### src/design/power_down_pkg.sv
// Package: register map, field positions, reset values and states
// of the power-down controller.
// Assumes an 8-bit register port and a single 250 MHz clock.
package power_down_pkg;

    // ==========================================================
    // Register map
    localparam logic [27:0] STANDBY_CONTROL_ADDR = 28'h5FFFFBC;
    localparam logic [27:0] IRQ_STATUS_ADDR      = 28'h5FFFFC0;
    localparam logic [27:0] IRQ_MASK_ADDR        = 28'h5FFFFC4;
    localparam logic [27:0] MODE_STATUS_ADDR     = 28'h5FFFFC8;

    // ==========================================================
    // Standby control fields
    localparam int          STANDBY_SELECT_BIT  = 7;
    localparam int          PORT_FLOAT_BIT      = 6;
    localparam int          RESERVED_ZERO_BIT   = 5;
    localparam logic [7:0]  STANDBY_CONTROL_RST = 8'h1F;
    localparam logic [4:0]  RESERVED_ONES       = 5'h1F;

    // ==========================================================
    // Event status bits
    localparam int          EV_SLEEP_ENTER   = 0;
    localparam int          EV_STANDBY_ENTER = 1;
    localparam int          EV_WAKE          = 2;
    localparam int          EV_RESET_EXIT    = 3;
    localparam int          EVENT_COUNT      = 4;
    localparam logic [3:0]  IRQ_RST          = 4'h0;

    // ==========================================================
    // Watchdog overflow base interval; the controller scales it by OSC_WAIT_SCALE and shifts it by the clock-select code
    localparam int          OSC_WAIT_BASE    = 2;

    typedef enum logic [1:0] {
        RUN,
        SLEEP,
        STANDBY,
        OSC_SETTLE
    } mode_t;

endpackage : power_down_pkg

### src/design/power_down_controller.sv
// Power-down controller: standby control register, sleep and standby
// entry on the halt strobe, and the wake and reset exits of each mode.
// Assumes core, interrupt controller and watchdog share this clock;
// reset and NMI pins are asynchronous and synchronised here.
//
// Behaviour
// RL1 - Control register 8 bits, resets to 1F
// RL2 - Bit 7 picks sleep or standby
// RL3 - Standby select set blocked while watchdog runs
// RL4 - Bit 6 floats ports in standby
// RL5 - Port float set blocked while watchdog runs
// RL6 - Bit 5 reads zero, writes ignored
// RL7 - Bits 4-0 read one, writes ignored
// RL8 - Sleep halts core only, clock runs
// RL9 - Standby stops clock, core and peripherals
// RL10 - Accepted interrupt ends sleep
// RL11 - Masked or disabled interrupt keeps sleeping
// RL12 - DMA address error ends sleep
// RL13 - Reset with NMI high: power-on reset
// RL14 - Reset with NMI low: manual reset
// RL15 - Matching NMI edge raises NMI, ends sleep
// RL16 - RAM contents kept in both modes
// RL17 - Standby ends on NMI or reset only
// RL18 - NMI exit waits watchdog overflow first
// RL19 - Halt strobe samples standby select
//
// Implementation choice: the plain strobed port.
`timescale 1ns/1ps
`default_nettype none

module power_down_controller
    import power_down_pkg::*;
#(
    parameter int OSC_WAIT_SCALE = 256
)
(
    // Clock and reset
    input  wire logic        clock,
    input  wire logic        reset,
    // Register port
    input  wire logic [27:0] reg_addr,
    input  wire logic [7:0]  reg_wdata,
    input  wire logic        reg_write,
    input  wire logic        reg_read,
    output logic      [7:0]  reg_rdata,
    // Core and interrupt controller
    input  wire logic        halt_strobe,
    input  wire logic        irq_request,
    input  wire logic [3:0]  irq_level,
    input  wire logic [3:0]  cpu_mask_level,
    input  wire logic        dma_address_error,
    input  wire logic        nmi_edge_select,
    // Watchdog
    input  wire logic        watchdog_run_enable,
    input  wire logic [2:0]  watchdog_clock_select,
    // Pins
    input  wire logic        reset_pin_n,
    input  wire logic        nmi_pin,
    // Power control outputs
    output logic             core_halt,
    output logic             clock_stop,
    output logic             watchdog_clock_only,
    output logic             peripheral_stop,
    output logic             peripheral_init,
    output logic             port_float,
    output logic             ram_retain,
    output logic             wake_irq,
    output logic             wake_dma_error,
    output logic             wake_nmi,
    output logic             power_on_reset,
    output logic             manual_reset,
    output logic             irq
);

    // ==========================================================
    // Pin synchronisers
    logic [1:0] reset_pin_sync_reg;
    logic [1:0] nmi_sync_reg;
    logic       reset_pin_last_reg;
    logic       nmi_last_reg;

    always_ff @(posedge clock)
    begin
        if (reset)
        begin
            reset_pin_sync_reg <= 2'h3;
            nmi_sync_reg       <= 2'h0;
            reset_pin_last_reg <= 1'b1;
            nmi_last_reg       <= 1'b0;
        end
        else
        begin
            reset_pin_sync_reg <= {reset_pin_sync_reg[0], reset_pin_n};
            nmi_sync_reg       <= {nmi_sync_reg[0], nmi_pin};
            reset_pin_last_reg <= reset_pin_sync_reg[1];
            nmi_last_reg       <= nmi_sync_reg[1];
        end
    end

    logic reset_fall;
    logic nmi_valid_edge;
    assign reset_fall = reset_pin_last_reg & ~reset_pin_sync_reg[1];
    // Selected edge: 1 = rising, 0 = falling
    assign nmi_valid_edge = nmi_edge_select ? (~nmi_last_reg & nmi_sync_reg[1])
                                            : (nmi_last_reg & ~nmi_sync_reg[1]); // see RL15

    // ==========================================================
    // Standby control register
    logic standby_select_reg;
    logic port_float_reg;

    logic reg_hit_ctl;
    assign reg_hit_ctl = reg_write && (reg_addr == STANDBY_CONTROL_ADDR);

    always_ff @(posedge clock)
    begin
        if (reset)
        begin
            standby_select_reg <= STANDBY_CONTROL_RST[STANDBY_SELECT_BIT]; // see RL1
            port_float_reg     <= STANDBY_CONTROL_RST[PORT_FLOAT_BIT];
        end
        else if (reg_hit_ctl)
        begin
            // Clearing is always allowed; a refused set leaves the bit as it was
            if (!(reg_wdata[STANDBY_SELECT_BIT] && watchdog_run_enable))
                standby_select_reg <= reg_wdata[STANDBY_SELECT_BIT]; // see RL3
            if (!(reg_wdata[PORT_FLOAT_BIT] && watchdog_run_enable))
                port_float_reg     <= reg_wdata[PORT_FLOAT_BIT]; // see RL5
        end
    end

    logic [7:0] standby_control;
    // Bit 5 fixed zero, bits 4-0 fixed one
    assign standby_control = {standby_select_reg, port_float_reg, 1'b0,
                              RESERVED_ONES}; // see RL6, see RL7

    // ==========================================================
    // Mode machine
    mode_t      mode_reg;
    mode_t      mode_next;
    logic [12:0] settle_count_reg;
    logic       irq_accepted;
    logic [12:0] settle_load;

    // Interrupt controller gates disabled sources; priority vs. mask here
    assign irq_accepted = irq_request && (irq_level > cpu_mask_level); // see RL11
    assign settle_load  = 13'(OSC_WAIT_BASE * OSC_WAIT_SCALE)
                          << watchdog_clock_select; // see RL18

    always_comb
    begin
        mode_next = mode_reg;
        unique case (mode_reg)
            RUN:
                if (halt_strobe)
                    mode_next = standby_select_reg ? STANDBY : SLEEP; // see RL2, see RL19
            SLEEP:
                if (reset_fall)
                    mode_next = RUN; // see RL13, see RL14
                else if (irq_accepted || dma_address_error || nmi_valid_edge)
                    mode_next = RUN; // see RL10, see RL12, see RL15
            STANDBY:
                if (reset_fall)
                    mode_next = RUN; // see RL17
                else if (nmi_valid_edge)
                    mode_next = OSC_SETTLE; // see RL18
            OSC_SETTLE:
                if (reset_fall)
                    mode_next = RUN;
                else if (settle_count_reg == 13'h0000)
                    mode_next = RUN;
        endcase
    end

    always_ff @(posedge clock)
    begin
        if (reset)
            mode_reg <= RUN;
        else
            mode_reg <= mode_next;
    end

    always_ff @(posedge clock)
    begin
        if (reset)
            settle_count_reg <= 13'h0000;
        else if (mode_reg == STANDBY)
            settle_count_reg <= settle_load - 13'h0001;
        else if (settle_count_reg != 13'h0000)
            settle_count_reg <= settle_count_reg - 13'h0001;
    end

    // ==========================================================
    // Power control outputs
    always_ff @(posedge clock)
    begin
        if (reset)
        begin
            core_halt           <= 1'b0;
            clock_stop          <= 1'b0;
            watchdog_clock_only <= 1'b0;
            peripheral_stop     <= 1'b0;
            peripheral_init     <= 1'b0;
            port_float          <= 1'b0;
        end
        else
        begin
            core_halt           <= (mode_next != RUN); // see RL8, see RL9
            clock_stop          <= (mode_next == STANDBY); // see RL9
            watchdog_clock_only <= (mode_next == OSC_SETTLE); // see RL18
            peripheral_stop     <= (mode_next == STANDBY)
                                   || (mode_next == OSC_SETTLE); // see RL9
            peripheral_init     <= (mode_reg == RUN) && (mode_next == STANDBY);
            port_float          <= port_float_reg && ((mode_next == STANDBY)
                                   || (mode_next == OSC_SETTLE)); // see RL4
        end
    end

    // RAM is never cleared by this block in either mode
    assign ram_retain = 1'b1; // see RL16

    // ==========================================================
    // Exit strobes
    logic asleep;
    assign asleep = (mode_reg == SLEEP);

    always_ff @(posedge clock)
    begin
        if (reset)
        begin
            wake_irq       <= 1'b0;
            wake_dma_error <= 1'b0;
            wake_nmi       <= 1'b0;
            power_on_reset <= 1'b0;
            manual_reset   <= 1'b0;
        end
        else
        begin
            wake_irq       <= asleep && !reset_fall && irq_accepted; // see RL10
            wake_dma_error <= asleep && !reset_fall && !irq_accepted
                              && dma_address_error; // see RL12
            wake_nmi       <= (asleep && !reset_fall && nmi_valid_edge)
                              || ((mode_reg == OSC_SETTLE) && !reset_fall
                                  && settle_count_reg == 13'h0000); // see RL15, see RL18
            power_on_reset <= reset_fall && (mode_reg != RUN)
                              && nmi_sync_reg[1]; // see RL13
            manual_reset   <= reset_fall && (mode_reg != RUN)
                              && !nmi_sync_reg[1]; // see RL14
        end
    end

    // ==========================================================
    // Interrupt status and mask
    logic [EVENT_COUNT-1:0] irq_status_reg;
    logic [EVENT_COUNT-1:0] irq_mask_reg;
    logic [EVENT_COUNT-1:0] events;

    assign events[EV_SLEEP_ENTER]   = (mode_reg == RUN) && (mode_next == SLEEP);
    assign events[EV_STANDBY_ENTER] = (mode_reg == RUN) && (mode_next == STANDBY);
    assign events[EV_WAKE]          = (mode_reg != RUN) && (mode_next == RUN)
                                      && !reset_fall;
    assign events[EV_RESET_EXIT]    = (mode_reg != RUN) && reset_fall;

    genvar i;
    generate
        for (i = 0; i < EVENT_COUNT; i++)
        begin : gen_status
            always_ff @(posedge clock)
            begin
                if (reset)
                    irq_status_reg[i] <= IRQ_RST[i];
                else if (events[i])
                    irq_status_reg[i] <= 1'b1;
                else if (reg_write && reg_addr == IRQ_STATUS_ADDR && reg_wdata[i])
                    irq_status_reg[i] <= 1'b0;
            end
        end
    endgenerate

    always_ff @(posedge clock)
    begin
        if (reset)
            irq_mask_reg <= IRQ_RST;
        else if (reg_write && reg_addr == IRQ_MASK_ADDR)
            irq_mask_reg <= reg_wdata[EVENT_COUNT-1:0];
    end

    assign irq = |(irq_status_reg & irq_mask_reg);

    // ==========================================================
    // Read path, data one cycle after the strobe
    always_ff @(posedge clock)
    begin
        if (reset)
            reg_rdata <= 8'h00;
        else if (reg_read)
        begin
            unique case (reg_addr)
                STANDBY_CONTROL_ADDR: reg_rdata <= standby_control;
                IRQ_STATUS_ADDR:      reg_rdata <= {4'h0, irq_status_reg};
                IRQ_MASK_ADDR:        reg_rdata <= {4'h0, irq_mask_reg};
                MODE_STATUS_ADDR:     reg_rdata <= {6'h00, mode_reg};
                default:              reg_rdata <= 8'h00;
            endcase
        end
        else
            reg_rdata <= 8'h00;
    end

endmodule : power_down_controller

`default_nettype wire

### config.mk
export PLATFORM = sky130hd
export DESIGN_NAME = power_down_controller
export DESIGN_NICKNAME = d
export VERILOG_FILES = /design/src/design/power_down_pkg.sv /design/src/design/power_down_controller.sv
export SDC_FILE = /design/constraint.sdc
export NUM_CORES = 1
export LEC_CHECK = 0
export BUFFER_PORTS_ARGS = -buffer_cell sky130_fd_sc_hd__clkbuf_2
export CAP_MARGIN = 10
export CORE_MARGIN = 1.5
export CORE_UTILIZATION = 32
export CTS_BUF_LIST = sky130_fd_sc_hd__clkbuf_4
export DETAILED_ROUTE_END_ITERATION = 16
export GPL_TIMING_DRIVEN = 0
export HOLD_SLACK_MARGIN = 0.05
export PLACE_DENSITY = 0.54
export SLEW_MARGIN = 30
export SYNTH_ARGS = -nofsm -noshare
export SYNTH_HDL_FRONTEND = slang
export SYNTH_SLANG_ARGS = --single-unit
### constraint.sdc
create_clock -name clock -period 3 [get_ports clock]
set_input_delay 0.15 -clock clock [delete_from_list [all_inputs] [get_ports clock]]
set_output_delay 0.15 -clock clock [all_outputs]
set_load 0.02 [all_outputs]
==> metrics.txt, run 1 <==
area post-placement 0.00277 mm^2; CTS tree built; Total Nets Final a little over 400; DR WL/cell 12.0 um; initial core utilization 0.334; cells resized by post-CTS repair 0; total CTS buffers 5; routability congestion estimate around 0.80; initial detailed-routing violation count 63; Clk network pwr share 0.208; PortBufs 73; critical-path maximum fanout 10; DR vias/cell between 4 and 5; initial antenna violation count 0; Rel. slew slack 0.661; clock-pin slew on the worst setup and hold paths 0.14 ns; vias in the first global route slightly below 2000; fraction of layout instances using a drive strength above 1 0.292; largest net degree at the start of global routing 15; Comb pwr share 0.349; Critical Path Slowest Stage Cell dfxtp_1; routed wire length roughly 5300 um; RSZ-0062 raised after global routing false; most common cell in the netlist dfxtp_1; diodes inserted 0; worst stage delay on the critical path between 0.3 and 0.4 ns; crit-path cells buf_2 -> nand2b_1 -> clkbuf_1 -> clkbuf_1 -> nand2_1 -> ha_1 -> inv_1 -> a221oi_1 -> nand4_1 -> xnor2_1 -> nor2_1; syn nets 320; Hold Path Class primary input to register; post-synth top area share 0.421; critical path startpoint category register; Clock Skew roughly 0.016 ns; Syn Inst Count 257; Fin Setup TNS 0 ns; GRT Total Usage 0.141; synthesized cell area 0.00228 mm^2; most frequent cells after synthesis dfxtp_1 (48), nand2_1 (25), nor2_1 (20), a21oi_1 (12), nand3_1 (12); Avg Inst Size Synth between 8 and 9 um^2; WP buf/inv 4; CP top delay family buffers and inverters; root buffer cell clkbuf_4; Die Width just under 90 um; Worst-Skew Late Latency roughly 0.35 ns; Final min period between 2 and 3 ns; CP Data Arrival Time about 2.8 ns; clk sinks 48; CP Capture Type register; P per Cell Area about 630 mW/mm^2; synth top area cells dfxtp_1 (42%), nand2_1 (4.1%), nor2_1 (3.3%); Synth-to-Final Area Change 28.3%; Int Power around 1.2 mW; Ys Warns 0; filler instances roughly 730; Die ar. 0.00766 mm^2; Row Count 30; Pleak around 1.3 nW; MaxCap Viol Count 0; status finished, final reports clean; NetSw roughly 640 uW; antenna-violating nets left 0; Async SR Flop Fraction 0; first-pass GRT wire length 8550 um; drc violations 0; Yosys cell types 63; period utilisation layout 0.837; sequential element share of the synthesized area 0.421; final hold viol count 0; htree depth 2; CP most frequent cell clkbuf_1; Peak VDD IR between 0.0005 and 0.0006 V; vias post-DR ~2200; Worst-Margin Slew 0.509 ns; number of synthesized register bits 48; Slew Viols, Final 0; max FFs per register 13; Setup CP Type register to register; post-route cell area roughly 0.003 mm^2; Synth Flop Type dfxtp_1; Worst EP required approximately 3.3 ns; Detailed Place HPWL 4180 um; drt pass-1 iters 4; Chip Height 87.5 um; FMAX between 300 and 400 MHz; Boundary Pins 79; Core ar. between 0.006 and 0.007 mm^2; Sw Ratio 0.347; EDFF count, synth 0; Yosys top cell by area dfxtp_1; Seq pwr share 0.442; total grt overflow 0; final setup fails 0; clock buffer depth 2
==> metal layers <==
| layer | track usage | vias to the layer above | share of wire |
|---|---|---|---|
| met4 | 0.0476 | 0 | 0.014 |
| met5 | 0 | - | 0 |
| met1 | 0.176 | 971 | 0.47 |
| met3 | 0.0313 | 6 | 0.048 |
| met2 | 0.238 | 52 | 0.47 |
| li1 | - | 1121 | - |
==> power groups by stage <==
stage	registers [mW]	clock network (mW)	logic, mW
2_1_floorplan	0.805	0	0.486
3_3_place_gp	0.821	0	0.629
3_5_place_dp	0.822	0	0.631
4_1_cts	0.808	0.393	0.641
5_1_grt	0.829	0.416	0.727
6_report	0.810	0.382	0.640
==> what timing repair did <==
action | 4_1_cts | 5_1_grt
hold buffers | 8 | 0
hold endpoints to repair | 9 | 0
buffers inserted | 0 | 0
==> cell families after synthesis <==
group	after synthesis	synth area share
simple gates	115	0.300
compound gates	55	0.172
flops	48	0.421
buf+inv	24	0.0444
fa+ha+maj	5	0.0274
xor+xnor	5	0.0192
mux	3	0.0131
other cells	2	0.00329
==> metrics by stage <==
step	std cells	setup slack (ns)	util	total power, mW	hold WS (ns)
2_1_floorplan	257	0.916	-	1.29	0.254
3_3_place_gp	426	0.486	0.405	1.45	0.341
3_5_place_dp	426	0.506	0.405	1.45	0.335
4_1_cts	442	0.476	0.429	1.84	0.0708
5_1_grt	442	0.233	0.429	1.97	0.0593
6_report	442	0.488	0.429	1.83	0.0798
==> placed cells by master (no fill, tap or decap), drive strengths merged, types with 4 or more instances in the layout <==
master | netlist | layout
clkbuf | 8 | 87
dfxtp | 48 | 48
nand2 | 26 | 26
nor2 | 20 | 20
a21oi | 12 | 12
nand3 | 12 | 12
inv | 11 | 11
nand4 | 8 | 8
dlygate4sd3 | 0 | 8
o21ai | 8 | 8
nor2b | 7 | 7
a22oi | 6 | 6
or4 | 6 | 6
a31oi | 5 | 5
ha | 5 | 5
nor3b | 5 | 5
buf | 5 | 5
nor4 | 5 | 5
nand2b | 4 | 4
==> path summary, 6_finish.rpt <==
| check | slack [ns] | to | startpoint | cells after the start |
|---|---|---|---|---|
| worst max register to register | 0.49 | settle_count_reg[12] | mode_reg[0] | 11 |
| worst min register to register | 0.42 | reset_pin_sync_reg[1] | reset_pin_sync_reg[0] | 1 |
| worst max-delay path | 0.49 | settle_count_reg[12] | mode_reg[0] | 11 |
| worst min-delay path | 0.08 | port_float_reg | reg_wdata[6] | 2 |
==> cell type report <==
cell class              instances  area [um^2]  share of cell area
clock buffers                   6         45.0              0.0154
inverters                      11         41.3              0.0141
plain buffers                  13         60.1              0.0205
flip-flops and latches         48          961               0.328
multi-input cells             185         1220               0.417
clock inverters                 2         35.0              0.0120
repair buffers                 81          445               0.152
well taps                      96          120              0.0410
Power figures use the tool's default switching activity.
==> run 2: changes to the inputs <==
--- a/config.mk
+++ b/config.mk
@@ -13,7 +13,7 @@
 export DETAILED_ROUTE_END_ITERATION = 16
 export GPL_TIMING_DRIVEN = 0
 export HOLD_SLACK_MARGIN = 0.05
-export PLACE_DENSITY = 0.54
+export PLACE_DENSITY = 0.56
 export SLEW_MARGIN = 30
 export SYNTH_ARGS = -nofsm -noshare
 export SYNTH_HDL_FRONTEND = slang
==> constraint.sdc (replaced) <==
create_clock -name clock -period 2.2 [get_ports clock]
set_input_delay 0.11 -clock clock [delete_from_list [all_inputs] [get_ports clock]]
set_output_delay 0.11 -clock clock [all_outputs]
set_load 0.02 [all_outputs]
==> metrics.txt, run 2 (same netlist as run 1, synthesis figures left out) <==
Rel. slew slack 0.560 (was 0.661); R2R setup slack 0.16 ns (was 0.49 ns); initial core utilization 0.334 (unchanged); total power 2.47 mW (was 1.83 mW); Setup CP Type register to register (unchanged); final setup fails 0 (unchanged); vias in the first global route 1998 (was 1942); final hold viol count 0 (unchanged); Slew Viols, Final 0 (unchanged); Worst-Skew Late Latency 0.37 ns (was 0.35 ns); max FFs per register 13 (unchanged); Detailed Place HPWL 4180 um (about the same); initial detailed-routing violation count 105 (was 63); critical path startpoint category register (unchanged); Worst Hold End reg_rdata[1] (was port_float_reg); largest net degree at the start of global routing 18 (was 15); filler instances 706 (was 725); Reg-to-Reg Start mode_reg[0] (unchanged); first-pass GRT wire length 9010 um (was 8550 um); total grt overflow 0 (unchanged); routability congestion estimate 0.836 (was 0.804); Worst-Margin Slew 0.651 ns (was 0.509 ns); DR vias/cell 4.92 (was 4.86); Die Width 87.5 um (unchanged); Hold Path Depth 3 (was 2); initial antenna violation count 0 (unchanged); Setup WS pre-CTS -0.271 ns (was 0.506 ns); Peak VDD IR 0.000331 V (was 0.000558 V); Worst Setup Slack, final 0.165 ns (was 0.488 ns); CP Capture Type register (unchanged); clk sinks 48 (unchanged); total CTS buffers 5 (unchanged); critical-path maximum fanout 10 (unchanged); Core ar. 0.00683 mm^2 (unchanged); Critical R2R Capture settle_count_reg[8] (was settle_count_reg[12]); Chip Height 87.5 um (unchanged); MaxCap Viol Count 0 (unchanged); CTS tree built (unchanged); FMAX 491 MHz (was 398 MHz); drc violations 0 (unchanged); Boundary Pins 79 (unchanged); drt pass-1 iters 4 (unchanged); GRT Total Usage 0.150 (was 0.141); root buffer cell clkbuf_4 (unchanged); reg2reg path depth 9 (was 11); Row Count 30 (unchanged); fraction of layout instances using a drive strength above 1 0.307 (was 0.292); Synth-to-Final Area Change 29.8% (was 28.3%); Hold WS 0.0868 ns (was 0.0798 ns); area post-placement 0.00277 mm^2 (unchanged); P per Cell Area 834 mW/mm^2 (was 625 mW/mm^2); htree depth 2 (unchanged); period utilisation layout 0.925 (was 0.837); commonest non-fill, non-tap cell in the layout clkbuf_2 (unchanged); hold_sp reg_addr[2] (was reg_wdata[6]); DR WL/cell 12.3 um (was 12.0 um); Placed Cells 426 (unchanged); routed wire length 5480 um (was 5310 um); RSZ-0062 raised after global routing false (unchanged); Clock Skew 0.00952 ns (was 0.0158 ns); status finished, final reports clean (unchanged); CP Data Arrival Time 2.31 ns (was 2.77 ns); Die ar. 0.00766 mm^2 (unchanged); Total Nets Final 410 (was 408); vias post-DR 2186 (was 2150); Worst EP required 2.47 ns (was 3.26 ns); antenna-violating nets left 0 (unchanged); clock buffer depth 2 (unchanged); post-route cell area 0.00297 mm^2 (was 0.00293 mm^2); most frequent cells in the layout clkbuf_2 (73), dfxtp_1 (47), nand2_1 (24) (was clkbuf_2 (73), dfxtp_1 (48), nand2_1 (25)); final non-filler cell total 444 (was 442); Final min period 2.04 ns (was 2.51 ns); Hold Path Class primary input to register (unchanged); clock-pin slew on the worst setup and hold paths 0.15 ns (was 0.14 ns); Pleak 1.26 nW (was 1.25 nW); diodes inserted 0 (unchanged); PortBufs 73 (unchanged)
[run 2: changes by cell type in the layout (fill, tap and decap cells not counted), sizes merged]
cell,delta
inv,+2
buf,+2
clkbuf,-3
bufinv,-1
dlygate4sd3,+2
[run 2: where the power goes]
group          total (mW)  internal (mW)  switching, mW
combinational       0.928          0.427          0.502
clock               0.431          0.135          0.295
sequential           1.11          0.987          0.127
[run 2: critical path: stages, from the launching register on]
cell and delay, ns:
dfxtp_2 0.41, nand2b_1 0.18, buf_4 0.18, buf_4 0.17, nand2_1 0.12, ha_4 0.18, inv_1 0.08, and2_1 0.20
a21o_1 0.17, a32o_1 0.24
[run 2: worst max path at each step]
stage,to,startpoint
floorplan,settle_count_reg[12],mode_reg[0]
global placement,settle_count_reg[12],mode_reg[0]
detailed placement,settle_count_reg[12],mode_reg[0]
CTS,settle_count_reg[8],mode_reg[0]
global route,settle_count_reg[12],mode_reg[0]
finish,settle_count_reg[8],mode_reg[0]
[run 2: cell type report]
| type | instances | area (um^2) | share of cell area |
|---|---|---|---|
| inverters | 11 | 41.3 | 0.0139 |
| multi-input cells | 185 | 1240 | 0.419 |
| clock buffers | 5 | 37.5 | 0.0127 |
| flip-flops and latches | 48 | 962 | 0.324 |
| clock inverters | 3 | 26.3 | 0.00886 |
| repair buffers | 84 | 473 | 0.159 |
| well taps | 96 | 120 | 0.0405 |
| plain buffers | 12 | 62.6 | 0.0211 |
[run 2: what timing repair did]
action                                  in CTS  in global routing
hold endpoints to repair                    15                  0
hold buffers                                10                  0
gates resized for setup                      6                  5
buffers inserted                             0                  1
pin swaps                                    0                  3
endpoints found under the setup margin       6                  5
[run 2: metal layers]
metal | vias to the layer above | routed length (um) | global-route usage | share of wire
li1 | 1123 | - | - | -
met1 | 1005 | 2690 | 0.201 | 0.49
met2 | 49 | 2430 | 0.234 | 0.44
met3 | 9 | 254 | 0.0313 | 0.046
met4 | 0 | 97 | 0.0620 | 0.018
met5 | - | 0 | 0 | 0
[run 2: stage by stage]
| stage | setup TNS, ns | utilization |
|---|---|---|
| after detailed placement | -1.33 | 0.405 |
| after floorplan | 0 | - |
| after CTS | 0 | 0.432 |
| final | 0 | 0.434 |
| after global placement | -1.10 | 0.405 |
| after global routing | 0 | 0.434 |
==> run 3: changes to the inputs <==
==> constraint.sdc (replaced) <==
create_clock -name clock -period 2.2 [get_ports clock]
set_input_delay 0.22 -clock clock [delete_from_list [all_inputs] [get_ports clock]]
set_output_delay 0.22 -clock clock [all_outputs]
set_load 0.02 [all_outputs]
==> metrics.txt, run 3 (same netlist as run 1, synthesis figures left out) <==
status finished, final reports clean (unchanged); Pleak 1.23 nW (was 1.26 nW); largest net degree at the start of global routing 18 (unchanged); Placed Cells 426 (unchanged); clk sinks 48 (unchanged); Worst EP required 2.47 ns (about the same); Peak VDD IR 0.000331 V (about the same); critical-path maximum fanout 10 (unchanged); Rel. slew slack 0.551 (was 0.560); vias post-DR 2159 (was 2186); clock buffer depth 2 (unchanged); antenna-violating nets left 0 (unchanged); clock-pin slew on the worst setup and hold paths 0.15 ns (about the same); first-pass GRT wire length 8870 um (was 9010 um); Synth-to-Final Area Change 26.3% (was 29.8%); Slew Viols, Final 0 (unchanged); Hold WS 0.0834 ns (was 0.0868 ns); GRT Total Usage 0.148 (was 0.150); routability congestion estimate 0.836 (unchanged); most frequent cells in the layout clkbuf_2 (73), dfxtp_1 (47), nand2_1 (24) (unchanged); critical path startpoint category register (unchanged); crit-path cells nand2b_1 -> buf_4 -> buf_4 -> nand2_1 -> ha_4 -> inv_1 -> and2_1 -> a21o_1 -> a32o_1 (unchanged); commonest non-fill, non-tap cell in the layout clkbuf_2 (unchanged); Worst Setup Slack, final 0.169 ns (was 0.165 ns); total grt overflow 0 (unchanged); Boundary Pins 79 (unchanged); max FFs per register 13 (unchanged); Die ar. 0.00766 mm^2 (unchanged); MaxCap Viol Count 0 (unchanged); Setup CP Type register to register (unchanged); Worst-Margin Slew 0.665 ns (was 0.651 ns); Die Width 87.5 um (unchanged); drt pass-1 iters 4 (unchanged); initial antenna violation count 0 (unchanged); Final min period 2.03 ns (was 2.04 ns); worst stage delay on the critical path 0.40 ns (was 0.41 ns); Critical Path Slowest Stage Cell dfxtp_2 (unchanged); final hold viol count 0 (unchanged); PortBufs 73 (unchanged); vias in the first global route 1972 (was 1998); DR vias/cell 4.95 (was 4.92); Row Count 30 (unchanged); P per Cell Area 852 mW/mm^2 (was 834 mW/mm^2); Total Nets Final 402 (was 410); final setup fails 0 (unchanged); final non-filler cell total 436 (was 444); total CTS buffers 5 (unchanged); RSZ-0062 raised after global routing false (unchanged); Hold Path Class primary input to register (unchanged); Clock Skew 0.00975 ns (was 0.00952 ns); diodes inserted 0 (unchanged); DR WL/cell 12.4 um (was 12.3 um); fraction of layout instances using a drive strength above 1 0.315 (was 0.307); initial detailed-routing violation count 116 (was 105); Core ar. 0.00683 mm^2 (unchanged); routed wire length 5400 um (was 5480 um); Worst-Skew Late Latency 0.37 ns (about the same); CP Capture Type register (unchanged); Chip Height 87.5 um (unchanged); CP most frequent cell buf_4 (unchanged); root buffer cell clkbuf_4 (unchanged); FMAX 492 MHz (was 491 MHz); CP Data Arrival Time 2.30 ns (was 2.31 ns); htree depth 2 (unchanged); initial core utilization 0.334 (unchanged); drc violations 0 (unchanged); period utilisation layout 0.923 (was 0.925); Detailed Place HPWL 4180 um (unchanged); Fin Setup TNS 0 ns (unchanged); Setup WS pre-CTS -0.271 ns (unchanged); CTS tree built (unchanged); total power 2.46 mW (was 2.47 mW)
==> run 3: changes by cell type in the layout (fill, tap and decap cells not counted) <==
cell / previous run / this run
dlygate4sd3_1: 10 / 2
==> run 3: repair_timing <==
item                                    CTS  global route
hold endpoints to repair                  2             0
resized for setup                         6             5
pin swaps                                 0             3
buffers inserted                          0             1
hold buffers                              2             0
endpoints found under the setup margin    6             5
==> run 3: final cells by class <==
cell class	count	area (um^2)
tap	96	120
buffer	12	62.6
sequential	48	962
fill	710	3950
clock inverter	3	26.3
timing repair buffer	76	393
inverter	11	41.3
clock buffer	5	37.5
multi-input combinational	185	1240
==> run 3: routing by layer <==
layer	vias to the layer above	wire, um	global-route usage
met5	-	0	0
met4	0	108	0.0649
met3	11	287	0.0322
met2	58	2420	0.230
met1	982	2580	0.197
li1	1108	-	-
==> run 3: worst paths after layout <==
check,start,end,slack (ns),depth (start not counted)
worst min register to register,reset_pin_sync_reg[0],reset_pin_sync_reg[1],0.43,1
worst max register to register,mode_reg[0],settle_count_reg[8],0.17,9
worst max-delay path,mode_reg[0],settle_count_reg[8],0.17,9
worst min-delay path,dma_address_error,wake_dma_error,0.08,2
==> run 3: worst max-delay path: cells and delay by family, from the launching register on <==
family / cells / cell delay [ns]
AO/OA/AOI/OAI: 2 / 0.41
adder cells (fa/ha/maj): 1 / 0.18
buffers and inverters: 3 / 0.43
flip-flops: 1 / 0.40
AND/OR/NAND/NOR: 3 / 0.50
==> run 3: report_power, final <==
part           internal, mW  switching (mW)  leakage, nW  total, mW
Clock                 0.135           0.295       0.0362      0.430
Sequential            0.987           0.127        0.391       1.11
Combinational         0.417           0.498        0.798      0.915
Total                  1.54           0.920         1.23       2.46
==> run 3: through the flow <==
step	instance area, um^2	utilization
floorplan	2280	-
global placement	2770	0.405
detailed placement	2770	0.405
CTS	2870	0.420
global route	2890	0.423
finish	2890	0.423
